File: config.mk
export PLATFORM = sky130hd
export DESIGN_NAME = nvm_move_control
export DESIGN_NICKNAME = d
export VERILOG_FILES = /design/src/hdl/nvm_move_pkg.sv /design/src/hdl/cycle_countdown.sv /design/src/hdl/nvm_move_control.sv
export SDC_FILE = /design/constraint.sdc
export NUM_CORES = 1
export LEC_CHECK = 0
export ABC_AREA = 0
export ABC_CLOCK_PERIOD_IN_PS = 3650
export BUFFER_PORTS_ARGS = -buffer_cell sky130_fd_sc_hd__buf_4
export CORE_AREA = 5 5 201 251
export DETAILED_ROUTE_END_ITERATION = 7
export DIE_AREA = 0 0 206 256
export GPL_ROUTABILITY_DRIVEN = 0
export SYNTH_ARGS = -nofsm -noshare
export SYNTH_HDL_FRONTEND = slang
export SYNTH_SLANG_ARGS = --single-unit
File: constraint.sdc
create_clock -name core_clk -period 3.65 [get_ports core_clk]
set_input_delay 0.1825 -clock core_clk [delete_from_list [all_inputs] [get_ports core_clk]]
set_output_delay 0.1825 -clock core_clk [all_outputs]
set_load 0.02 [all_outputs]
File: src/hdl/nvm_move_pkg.sv
/*
  Constants for the data-memory move steering and on-chip data store write control.
  Assumes a 100 MHz core clock and a 32-bit APB register bus.
*/
package nvm_move_pkg;

  // ----------------------------------------------------------------------
  // clock and timing
  // ----------------------------------------------------------------------
  localparam int unsigned CLK_MHZ         = 100;
  localparam int unsigned PROG_TIME_US    = 4000;  // self-timed programming, 4 ms
  localparam int unsigned BOD_DELAY_US    = 2000;  // hold-off after brown-out, 2 ms
  localparam int unsigned PROG_CYCLES_DEF = PROG_TIME_US * CLK_MHZ;
  localparam int unsigned BOD_CYCLES_DEF  = BOD_DELAY_US * CLK_MHZ;

  // ----------------------------------------------------------------------
  // memory geometry
  // ----------------------------------------------------------------------
  localparam int unsigned ADDR_W      = 16;
  localparam int unsigned NVM_ADDR_W  = 11;
  localparam int unsigned PAGE_W      = 5;
  localparam int unsigned PAGE_BYTES  = 32;
  localparam logic [15:0] NVM_LIMIT   = 16'h0800;  // 2K bytes on chip
  localparam logic [7:0]  MSB_FLIP    = 8'h80;

  // ----------------------------------------------------------------------
  // register byte offsets
  // ----------------------------------------------------------------------
  localparam logic [7:0] OFS_CONTROL = 8'h00;
  localparam logic [7:0] OFS_PTR0    = 8'h04;
  localparam logic [7:0] OFS_PTR1    = 8'h08;
  localparam logic [7:0] OFS_STATUS  = 8'h0C;
  localparam logic [7:0] OFS_MASK    = 8'h10;

  // ----------------------------------------------------------------------
  // control register fields
  // ----------------------------------------------------------------------
  localparam int unsigned BIT_LOAD_ONLY = 5;
  localparam int unsigned BIT_WR_EN     = 4;
  localparam int unsigned BIT_INT_SEL   = 3;
  localparam int unsigned BIT_BANK_SEL  = 2;
  localparam int unsigned BIT_READY     = 1;
  localparam int unsigned BIT_WI_N      = 0;
  localparam logic [3:0]  CTRL_RESET    = 4'h0;   // writable bits 5..2

  // ----------------------------------------------------------------------
  // interrupt status fields
  // ----------------------------------------------------------------------
  localparam int unsigned EV_W          = 3;
  localparam int unsigned EV_PROG_DONE  = 0;
  localparam int unsigned EV_PROG_ABORT = 1;
  localparam int unsigned EV_BROWNOUT   = 2;
  localparam logic [2:0]  EV_RESET      = 3'h0;

  // ----------------------------------------------------------------------
  // move sequencer states
  // ----------------------------------------------------------------------
  typedef enum logic [1:0] {
    MV_IDLE = 2'b00,
    MV_EXT  = 2'b01,
    MV_NVM  = 2'b10
  } move_state_t;

endpackage

File: src/hdl/cycle_countdown.sv
/*
  Loadable down-counter used as a one-shot delay.
  Assumes start and abort are synchronous one-cycle or level requests.
*/
`timescale 1ns/1ps
module cycle_countdown #(
  parameter int unsigned COUNT = 4,
  localparam int unsigned W    = $clog2(COUNT + 1)
) (
  // clock and reset
  input  wire logic core_clk,
  input  wire logic resetn,
  // control
  input  wire logic start,
  input  wire logic abort,
  // state
  output logic      busy,
  output logic      done
);

  logic [W-1:0] cnt_reg;

  // ----------------------------------------------------------------------
  // counter
  // ----------------------------------------------------------------------
  // abort wins over a running count, start reloads
  always_ff @(posedge core_clk) begin
    if (!resetn) begin
      cnt_reg <= '0;
    end else if (start) begin
      cnt_reg <= W'(COUNT);
    end else if (abort) begin
      cnt_reg <= '0;
    end else if (cnt_reg != '0) begin
      cnt_reg <= cnt_reg - W'(1);
    end
  end

  // last cycle of the count
  assign busy = (cnt_reg != '0);
  assign done = (cnt_reg == W'(1)) && !abort && !start;

endmodule

File: src/hdl/nvm_move_control.sv
/*
  Steers pointer-based data moves to the on-chip data store or to external
  memory, buffers store writes a page at a time, times programming and
  blocks it on low supply. Registers sit on APB.
  Assumes all inputs are synchronous to core_clk and the cell array is outside.
*/
// Overview of operation
// - select set and address below 2K sends the move to the on-chip store
// - select clear or address 2K and up sends the move to external memory
// - bank select 0 uses pointer bank zero, 1 uses bank one
// - ready flag reads low while a programming cycle runs
// - ready flag is set by hardware when programming ends
// - ready falls only when programming truly starts, after the move
// - read-only write-inhibit bit is cleared while supply is too low
// - with inhibit cleared, running programming aborts and none starts
// - brown-out activates the write inhibit and blocks programming
// - after brown-out ends, a 2 ms delay keeps programming blocked
// - brown-out never produces a system reset; it inhibits writes and flags a status event
// - at power-up, execution waits until brown-out has first cleared
// - load-only set fills the page buffer; clear programs the whole page
// - store read during programming returns written byte with MSB flipped
// - one programming cycle takes 4 ms for one byte or a full page
`timescale 1ns/1ps
module nvm_move_control #(
  parameter int unsigned PROG_CYCLES = nvm_move_pkg::PROG_CYCLES_DEF,
  parameter int unsigned BOD_CYCLES  = nvm_move_pkg::BOD_CYCLES_DEF
) (
  // clock and reset
  input  wire logic                              core_clk,
  input  wire logic                              resetn,
  // apb slave
  input  wire logic [7:0]                        paddr,
  input  wire logic                              psel,
  input  wire logic                              penable,
  input  wire logic                              pwrite,
  input  wire logic [31:0]                       pwdata,
  output logic      [31:0]                       prdata,
  output logic                                   pready,
  output logic                                   pslverr,
  // core move port
  input  wire logic                              move_valid,
  input  wire logic                              move_write,
  input  wire logic [7:0]                        move_wdata,
  output logic                                   move_done,
  output logic      [7:0]                        move_rdata,
  // external data memory
  output logic                                   ext_req,
  output logic                                   ext_write,
  output logic      [nvm_move_pkg::ADDR_W-1:0]   ext_addr,
  output logic      [7:0]                        ext_wdata,
  input  wire logic                              ext_ack,
  input  wire logic [7:0]                        ext_rdata,
  // on-chip cell array
  output logic      [nvm_move_pkg::NVM_ADDR_W-1:0] nvm_addr,
  input  wire logic [7:0]                        nvm_rdata,
  output logic                                   prog_active,
  output logic      [nvm_move_pkg::NVM_ADDR_W-nvm_move_pkg::PAGE_W-1:0] prog_page,
  input  wire logic [nvm_move_pkg::PAGE_W-1:0]   buf_index,
  output logic      [7:0]                        buf_data,
  output logic                                   buf_valid,
  // supply detectors
  input  wire logic                              brownout_detector,
  input  wire logic                              low_supply,
  // status
  output logic                                   write_inhibit_n,
  output logic                                   cpu_run,
  output logic                                   irq
);
  import nvm_move_pkg::*;

  localparam int unsigned PG_W = NVM_ADDR_W - PAGE_W;

  // routing decision of a pointer move
  function automatic logic goes_internal(input logic sel, input logic [ADDR_W-1:0] a);
    goes_internal = sel && (a < NVM_LIMIT);
  endfunction

  // ----------------------------------------------------------------------
  // register state
  // ----------------------------------------------------------------------
  logic              load_only_select;
  logic              nvm_write_enable;
  logic              internal_nvm_select;
  logic              pointer_bank_select;
  logic              ready_not_busy;
  logic [ADDR_W-1:0] pointer_bank_zero;
  logic [ADDR_W-1:0] pointer_bank_one;
  logic [EV_W-1:0]   ev_status_reg;
  logic [EV_W-1:0]   ev_mask_reg;
  logic [EV_W-1:0]   ev_set;
  logic              apb_done;
  logic              apb_wr;
  logic              status_rd;
  logic              addr_ok;
  logic [31:0]       rd_value;
  move_state_t       mv_state;
  logic [ADDR_W-1:0] data_pointer;
  logic              to_nvm;
  logic [7:0]        page_buf [PAGE_BYTES];
  logic [PAGE_BYTES-1:0] page_valid;
  logic [PG_W-1:0]   buf_page_reg;
  logic              prog_req_reg;
  logic              prog_busy;
  logic              prog_fin;
  logic              prog_abort;
  logic              bod_prev_reg;
  logic              bod_fall;
  logic              bod_busy;
  logic              buf_hit;

  assign data_pointer = pointer_bank_select ? pointer_bank_one : pointer_bank_zero;
  assign to_nvm       = goes_internal(internal_nvm_select, data_pointer);

  // ----------------------------------------------------------------------
  // apb slave
  // ----------------------------------------------------------------------
  assign apb_done  = psel && penable && pready;
  assign apb_wr    = apb_done && pwrite && !pslverr;
  assign status_rd = apb_done && !pwrite && (paddr == OFS_STATUS);
  assign addr_ok   = (paddr == OFS_CONTROL) || (paddr == OFS_PTR0) || (paddr == OFS_PTR1)
                  || (paddr == OFS_STATUS) || (paddr == OFS_MASK);

  // read mux, reserved bits zero
  always_comb begin
    rd_value = 32'h0000_0000;
    unique case (paddr)
      OFS_CONTROL: rd_value = {26'h0, load_only_select, nvm_write_enable, internal_nvm_select,
                               pointer_bank_select, ready_not_busy, write_inhibit_n};
      OFS_PTR0:    rd_value = {16'h0, pointer_bank_zero};
      OFS_PTR1:    rd_value = {16'h0, pointer_bank_one};
      OFS_STATUS:  rd_value = {29'h0, ev_status_reg};
      OFS_MASK:    rd_value = {29'h0, ev_mask_reg};
      default:     rd_value = 32'h0000_0000;
    endcase
  end

  // one access cycle: answer prepared in setup
  always_ff @(posedge core_clk) begin
    if (!resetn) begin
      pready  <= 1'b0;
      pslverr <= 1'b0;
      prdata  <= 32'h0000_0000;
    end else begin
      pready  <= psel && !penable && !pready;
      pslverr <= psel && !penable && !addr_ok;
      prdata  <= (psel && !penable && !pwrite) ? rd_value : 32'h0000_0000;
    end
  end

  // software-written control and pointers
  always_ff @(posedge core_clk) begin
    if (!resetn) begin
      {load_only_select, nvm_write_enable, internal_nvm_select, pointer_bank_select} <= CTRL_RESET;
      pointer_bank_zero <= 16'h0000;
      pointer_bank_one  <= 16'h0000;
      ev_mask_reg       <= EV_RESET;
    end else if (apb_wr) begin
      if (paddr == OFS_CONTROL) begin
        load_only_select    <= pwdata[BIT_LOAD_ONLY];
        nvm_write_enable    <= pwdata[BIT_WR_EN];
        internal_nvm_select <= pwdata[BIT_INT_SEL];
        pointer_bank_select <= pwdata[BIT_BANK_SEL];
      end
      if (paddr == OFS_PTR0) begin
        pointer_bank_zero <= pwdata[ADDR_W-1:0];
      end
      if (paddr == OFS_PTR1) begin
        pointer_bank_one <= pwdata[ADDR_W-1:0];
      end
      if (paddr == OFS_MASK) begin
        ev_mask_reg <= pwdata[EV_W-1:0];
      end
    end
  end

  // ----------------------------------------------------------------------
  // interrupts
  // ----------------------------------------------------------------------
  assign ev_set = {bod_fall ? 1'b0 : (brownout_detector && !bod_prev_reg), prog_abort, prog_fin};

  // sticky events, read clears, a new event wins
  always_ff @(posedge core_clk) begin
    if (!resetn) begin
      ev_status_reg <= EV_RESET;
      irq           <= 1'b0;
    end else begin
      ev_status_reg <= (status_rd ? EV_RESET : ev_status_reg) | ev_set;
      irq           <= |(((status_rd ? EV_RESET : ev_status_reg) | ev_set) & ev_mask_reg);
    end
  end

  // ----------------------------------------------------------------------
  // supply supervision
  // ----------------------------------------------------------------------
  assign bod_fall = bod_prev_reg && !brownout_detector;

  cycle_countdown #(
    .COUNT (BOD_CYCLES)
  ) bod_delay (
    .core_clk (core_clk),
    .resetn   (resetn),
    .start    (bod_fall),
    .abort    (brownout_detector),
    .busy     (bod_busy),
    .done     ()
  );

  // inhibit from digital detector levels only, never a reset
  always_ff @(posedge core_clk) begin
    if (!resetn) begin
      bod_prev_reg    <= 1'b1;
      write_inhibit_n <= 1'b0;
      cpu_run         <= 1'b0;
    end else begin
      bod_prev_reg    <= brownout_detector;
      write_inhibit_n <= !(brownout_detector || low_supply || bod_busy || bod_fall);
      if (!brownout_detector) begin
        cpu_run <= 1'b1;
      end
    end
  end

  // ----------------------------------------------------------------------
  // move sequencer
  // ----------------------------------------------------------------------
  assign buf_hit = page_valid[nvm_addr[PAGE_W-1:0]] && (nvm_addr[NVM_ADDR_W-1:PAGE_W] == buf_page_reg);

  always_ff @(posedge core_clk) begin
    if (!resetn) begin
      mv_state     <= MV_IDLE;
      move_done    <= 1'b0;
      move_rdata   <= 8'h00;
      ext_req      <= 1'b0;
      ext_write    <= 1'b0;
      ext_addr     <= 16'h0000;
      ext_wdata    <= 8'h00;
      nvm_addr     <= '0;
      prog_req_reg <= 1'b0;
    end else begin
      move_done    <= 1'b0;
      prog_req_reg <= 1'b0;
      unique case (mv_state)
        MV_IDLE: begin
          if (move_valid && !move_done && !to_nvm) begin  // no retake in the done cycle
            ext_req   <= 1'b1;
            ext_write <= move_write;
            ext_addr  <= data_pointer;
            ext_wdata <= move_wdata;
            mv_state  <= MV_EXT;
          end else if (move_valid && !move_done) begin
            nvm_addr <= data_pointer[NVM_ADDR_W-1:0];
            mv_state <= MV_NVM;
            if (move_write && nvm_write_enable && ready_not_busy && write_inhibit_n) begin
              prog_req_reg <= !load_only_select;
            end
          end
        end
        MV_EXT: begin
          if (ext_ack) begin
            ext_req    <= 1'b0;
            move_rdata <= ext_rdata;
            move_done  <= 1'b1;
            mv_state   <= MV_IDLE;
          end
        end
        MV_NVM: begin
          move_rdata <= (prog_active && buf_hit) ? (page_buf[nvm_addr[PAGE_W-1:0]] ^ MSB_FLIP)
                                                 : nvm_rdata;
          move_done  <= 1'b1;
          mv_state   <= MV_IDLE;
        end
        default: mv_state <= MV_IDLE;
      endcase
    end
  end

  // ----------------------------------------------------------------------
  // page buffer
  // ----------------------------------------------------------------------
  // loads land while idle; buffer empties when programming ends
  always_ff @(posedge core_clk) begin
    if (!resetn) begin
      page_valid   <= '0;
      buf_page_reg <= '0;
      buf_data     <= 8'h00;
      buf_valid    <= 1'b0;
    end else begin
      if (prog_fin || prog_abort) begin
        page_valid <= '0;
      end else if (mv_state == MV_IDLE && move_valid && !move_done && move_write && to_nvm
                   && nvm_write_enable && ready_not_busy && write_inhibit_n) begin
        if (data_pointer[NVM_ADDR_W-1:PAGE_W] != buf_page_reg) begin
          page_valid <= '0;
        end
        page_valid[data_pointer[PAGE_W-1:0]] <= 1'b1;
        buf_page_reg <= data_pointer[NVM_ADDR_W-1:PAGE_W];
      end
      buf_data  <= page_buf[buf_index];
      buf_valid <= page_valid[buf_index];
    end
  end

  // byte storage, no reset needed for data
  always_ff @(posedge core_clk) begin
    if (mv_state == MV_IDLE && move_valid && !move_done && move_write && to_nvm
        && nvm_write_enable && ready_not_busy && write_inhibit_n) begin
      page_buf[data_pointer[PAGE_W-1:0]] <= move_wdata;
    end
  end

  // ----------------------------------------------------------------------
  // programming cycle
  // ----------------------------------------------------------------------
  assign prog_abort = prog_active && !write_inhibit_n;

  cycle_countdown #(
    .COUNT (PROG_CYCLES)
  ) prog_timer (
    .core_clk (core_clk),
    .resetn   (resetn),
    .start    (prog_req_reg && write_inhibit_n && !prog_active),
    .abort    (prog_abort),
    .busy     (prog_busy),
    .done     (prog_fin)
  );

  // ready falls at the real start, rises at finish or abort
  always_ff @(posedge core_clk) begin
    if (!resetn) begin
      prog_active    <= 1'b0;
      ready_not_busy <= 1'b1;
      prog_page      <= '0;
    end else if (prog_abort || prog_fin) begin
      prog_active    <= 1'b0;
      ready_not_busy <= 1'b1;
    end else if (prog_req_reg && write_inhibit_n && !prog_active) begin
      prog_active    <= 1'b1;
      ready_not_busy <= 1'b0;
      prog_page      <= buf_page_reg;
    end
  end
endmodule

==> metrics.txt, run 1 <==
Reg power frac 0.501; post-synthesis sequential area ratio 0.560; core area 47900 sq um; Layout Cells excl Fill 2509; CTS H-tree depth 2; CTS tree built; Final Critical Period 3.46 ns; Synth Register Bits 466; CP max FO 15; Sw Share 0.222; largest net degree at the start of global routing 43; Synth area leaders edfxtp_1 (36%), dfxtp_1 (20%), mux4_2 (13%); die height 256 um; worst skew pair latency 0.60 ns; Lkg Pwr 8.80 nW; Bufs on Longest Clock Path 3; Clk Tree Root Cell clkbuf_16; Fin Clk Skew 0.0358 ns; initial core utilization 0.443; Slew Limit Fails 0; DR WL/cell 24.5 um; Diodes inserted 0; Pint 0.00868 W; Net Switching 0.00248 W; Antenna Nets Post-Route 0; TritonCTS buffer count 47; Total Power 0.0112 W; MaxCap Viol Count 0; GRT overflow 0; clk sink count 466; Cells after Synth 1619; Tcrit/Tclk final 0.947; outcome finished, final reports clean; Synth cell types 70; global-route wire length before repair 91500 um; async set-reset flop share out of synthesis 0; Pre-antenna DRT Iters 6; CP cell instances nor2b_1 -> buf_4 -> a221oi_1 -> a21oi_1 -> a311o_1 -> a41oi_2 -> dlygate4sd3_1; final setup TNS 0 ns; initial antenna violation count 0; vias in the first global route 14700; CP startpoint kind register; area grow syn2layout 19.0%; port buffer count 145; die width 206 um; Max VDD drop 304 uV; Pwr Density 442 nW/um^2; prevailing post-synth register cell edfxtp_1; detailed placer's ending HPWL 43900 um; fin nets 1917; CP arrival 3.94 ns; Row Count 90; Fmax 289 MHz; number of enable flip-flop cells after synthesis 256; Syn. warnings 0; area leader, netlist edfxtp_1; critical path's top delay family buffers and inverters; Combinational Power Share 0.063; setup bufs post-CTS 0; worst endpoint required time 4.13 ns; nature of the critical path endpoint register; RSZ-0062 raised after global routing no; Worst Hold Class in2reg; share of the synthesized area in the top cell type 0.362; Clk pin slew, worst setup/hold paths 0.06 ns; share of layout cells above drive strength 1 0.242; IO Count 178; Post-Route WL 61400 um; post-layout util 0.528; all-layer global routing usage 0.228; critical path's slowest cell nor2b_1; critical path class reg2reg; DRC viols 0; CP bufs+invs 2; Largest register FFs 256; Least-Margin Pin Slew 1.22 ns; Hold Vio Cnt, Final 0; syn avg cell area 13.1 sq um; Die Footprint 52700 sq um; Setup Viol. Count Final 0; vias 14500; Rel. slew slack 0.185; Netlist Area Pre-Place 21200 sq um; drt initial violations 1373; Worst path max stage delay 0.81 ns; placed instance count 2378; vias per cell 5.77; Clock Power Share 0.436
-- power by group through the flow --
stage,clock network (W),registers (W),logic (W)
6_report,0.00487,0.00560,0.000700
5_1_grt,0.00520,0.00560,0.000752
4_1_cts,0.00498,0.00560,0.000704
3_5_place_dp,0,0.00571,0.000659
3_3_place_gp,0,0.00571,0.000651
2_1_floorplan,0,0.00575,0.000361
-- metrics by stage --
step	hold WS, ns	setup WS, ns	area [sq um]
finish	0.0329	0.194	25200
global route	0.0288	0.0357	25200
CTS	0.00568	0.150	25200
detailed placement	0.390	0.531	23200
global placement	0.386	0.513	23200
floorplan	0.262	0.880	21300
-- worst reg2reg max path: stages (launching register included) --
cell and delay (ns):
dfxtp_1 0.79, nor2b_1 0.82, buf_4 0.38, a221oi_1 0.13, a21oi_1 0.15, a311o_1 0.35, a41oi_2 0.16, dlygate4sd3_1 0.57
-- metal layers --
layer / routed length [um] / global-route usage / part of all wire / vias up
met5: 0 / 0 / 0 / -
met1: 23600 / 0.282 / 0.38 / 7259
met3: 3500 / 0.0280 / 0.057 / 133
met2: 31700 / 0.404 / 0.52 / 538
li1: - / - / - / 6553
met4: 2500 / 0.0908 / 0.041 / 0
-- synthesized netlist by cell type (all sizes together), types with 8 or more instances --
master / instances
a22oi: 56
mux4: 123
nand3b: 9
dfxtp: 210
o21ai: 26
mux2i: 139
nor2b: 45
edfxtp: 256
mux2: 9
inv: 18
nor2: 146
a41oi: 8
nor4: 8
nor3: 12
a21oi: 46
xnor2: 20
a21boi: 27
nand2b: 8
a221oi: 21
and2: 12
nand3: 22
ha: 8
clkbuf: 67
nand2: 143
a211oi: 8
o211a: 15
buf: 52
xor2: 24
-- path summary, 6_finish.rpt --
path                                     from              end  slack [ns]  cells after the start
worst max register to register       register    move_rdata[6]        0.19                      7
worst min register to register         pready           pready        0.45                      1
worst max-delay path                 register    move_rdata[6]        0.19                      7
worst min-delay path            move_wdata[5]  page_buf[19][5]        0.03                      1
-- what timing repair did --
action | in CTS | in global routing
hold endpoints to repair | 102 | 0
gates resized for setup | 0 | 1
hold buffers | 47 | 0
setup endpoints to repair | 0 | 4
-- cell type report --
class	count	area (sq um)
fill	4020	22600
tap	644	806
clock inverter	24	220
timing repair buffer	266	2150
sequential	466	11900
multi-input combinational	1030	8760
inverter	19	71.3
clock buffer	60	1340
-- layout by cell type (no fill, tap or decap), types with 22 or more instances in the layout --
cell type and n:
o21ai_0 25, nor2b_1 45, clkbuf_16 49, buf_4 216, nand2_1 142, dfxtp_1 208, nor2_1 146, nand3_1 22
a21boi_0 27, edfxtp_1 256, dlygate4sd3_1 47, xor2_1 24, mux2i_1 139, mux4_2 123, a22oi_1 56, a21oi_1 46
-- cells by family (layout without fill, tap and decap cells) --
| group | after synthesis | in the layout | share of synthesized area |
|---|---|---|---|
| AOI/OAI and AO/OA | 242 | 242 | 0.0835 |
| xor gates and xnor gates | 44 | 44 | 0.0182 |
| adders and majority gates | 8 | 8 | 0.00472 |
| buffers and inverters | 138 | 369 | 0.0301 |
| DFF | 466 | 466 | 0.560 |
| muxes | 271 | 271 | 0.201 |
| other | 1 | 16 | 0.000177 |
| and+or+nand+nor | 449 | 449 | 0.102 |
Note: power is estimated with default switching activity, not from simulation.
==> inputs of run 2 (changes only) <==
Settings changed: CORE_AREA 5 5 201 251 to 5 5 203 254, DIE_AREA 0 0 206 256 to 0 0 208 259, SYNTH_HIERARCHICAL set to 1.
==> run 2 against run 1 <==
Routed wire length up 4.7%. Die area grew 2.2%. Fmax rose by 5.1%. Clock-buffer cell count increased by 6. Via count up 6.8%. First-iteration DRC count grew 1.4%. Utilization is 0.19 points lower. Clock skew down 0.0038 ns. Combinational power increased by 150%. Synthesized cell count rose by 8.0%. Design area up 1.9%. Final cell count increased by 4.9%. Critical endpoint is now page_buf[8][5].
==> metrics.txt, run 2 <==
Diodes inserted 0; DR WL/cell 24.4 um; MaxCap Viol Count 0; port buffer count 145; Pre-antenna DRT Iters 5; nature of the critical path endpoint register; Post-Route WL 64300 um; core area 49000 sq um; all-layer global routing usage 0.233; die width 208 um; vias in the first global route 15700; initial antenna violation count 0; multi-input combinational cell area 9270 sq um; Rel. slew slack 0.354; RSZ-0062 raised after global routing no; CP max FO 13; DRC viols 0; pre-CTS WS 0.387 ns; Largest register FFs 256; Row Count 91; detailed placer's ending HPWL 44300 um; Syn. warnings 6; most common cell after layout, fill and taps aside edfxtp_1; CTS tree built; largest net degree at the start of global routing 58; Fin Clk Skew 0.0320 ns; area grow syn2layout 18.3%; Slew Limit Fails 0; Least-Margin Pin Slew 0.965 ns; IO Count 178; Max VDD drop 334 uV; GRT overflow 0; die height 259 um; Filler Cell Count 4234; outcome finished, final reports clean; commonest non-fill, non-tap cells in the layout edfxtp_1 (256), buf_4 (219), dfxtp_1 (208); CTS H-tree depth 2; clk sink count 466; TritonCTS buffer count 47; register area 11900 sq um; Pwr Density 486 nW/um^2; Worst Hold Class in2reg; Setup Viol. Count Final 0; Clk Tree Root Cell clkbuf_16; r2r endpoint page_buf[8][5]; drt initial violations 1392; worst skew pair latency 0.58 ns; Clk pin slew, worst setup/hold paths 0.06 ns; final setup TNS 0 ns; Cells after Synth 1748; setup bufs post-CTS 0; path depth of the worst reg2reg path 7; vias per cell 5.88; RR Startpoint pointer_bank_select; critical path class reg2reg; vias 15500; CP arrival 3.56 ns; Tcrit/Tclk final 0.901; CP startpoint kind register; fin nets 2031; Hold Vio Cnt, Final 0; Lkg Pwr 9.05 nW; initial core utilization 0.444; Bufs on Longest Clock Path 3; worst endpoint required time 3.93 ns; setup slack, reg-to-reg 0.36 ns; share of layout cells above drive strength 1 0.222; Netlist Area Pre-Place 21700 sq um; Final Critical Period 3.29 ns; Worst Setup EP page_buf[8][5]; crit path launch pointer_bank_select; Antenna Nets Post-Route 0; Die Footprint 53900 sq um; final setup margin 0.362 ns; syn avg cell area 12.4 sq um; global-route wire length before repair 97600 um; Fmax 304 MHz
[run 2: routing by layer]
metal  track usage  vias to the layer above  part of all wire
li1              -                     7003                 -
met5             0                        -                 0
met4        0.0849                        0             0.039
met1         0.293                     7750              0.39
met2         0.412                      581              0.51
met3        0.0353                      131             0.062
[run 2: layout make-up]
type                    instances  area share
clock buffers                  66      0.0520
clock inverters                19     0.00904
inverters                      23     0.00335
multi-input cells            1145       0.360
flip-flops and latches        466       0.462
well taps                     651      0.0316
repair buffers                261      0.0814
[run 2: timing repair]
item,in CTS,in global routing
setup endpoints to repair,0,0
hold endpoints to repair,64,0
hold buffers,39,0
gates resized for setup,0,0
[run 2: power by group]
group / internal [W] / switching [W] / total [W]
logic: 0.000723 / 0.00101 / 0.00173
clock network: 0.00291 / 0.00202 / 0.00493
registers: 0.00568 / 0.000153 / 0.00584
[run 2: worst min path at each step]
stage / end / from / slack [ns] / depth (start not counted)
CTS: move_rdata[2] / ext_rdata[2] / 0.006 / 5
global placement: write_inhibit_n / low_supply / 0.36 / 2
global route: page_buf[21][7] / move_wdata[7] / 0.02 / 1
detailed placement: write_inhibit_n / low_supply / 0.36 / 2
finish: move_rdata[2] / ext_rdata[2] / 0.02 / 5
floorplan: write_inhibit_n / low_supply / 0.26 / 1
[run 2: critical path, cell delays in order (launching register included)]
cell and delay [ns]:
dfxtp_1 0.50, or4b_1 0.49, o22ai_2 0.28, or4b_4 0.66
nor2_1 0.33, nand3_1 0.21, nor2_1 0.30, buf_4 0.22
[run 2: per-stage QoR]
step                cells  utilization  hold WS (ns)  instance area, sq um  power [W]
finish               2631        0.526        0.0241                 25700     0.0125
global route         2631        0.526        0.0181                 25700     0.0130
CTS                  2631        0.526       0.00625                 25700     0.0126
detailed placement   2507        0.486         0.362                 23800    0.00765
global placement     2507        0.486         0.360                 23800    0.00760
floorplan            1763            -         0.260                 21800    0.00720
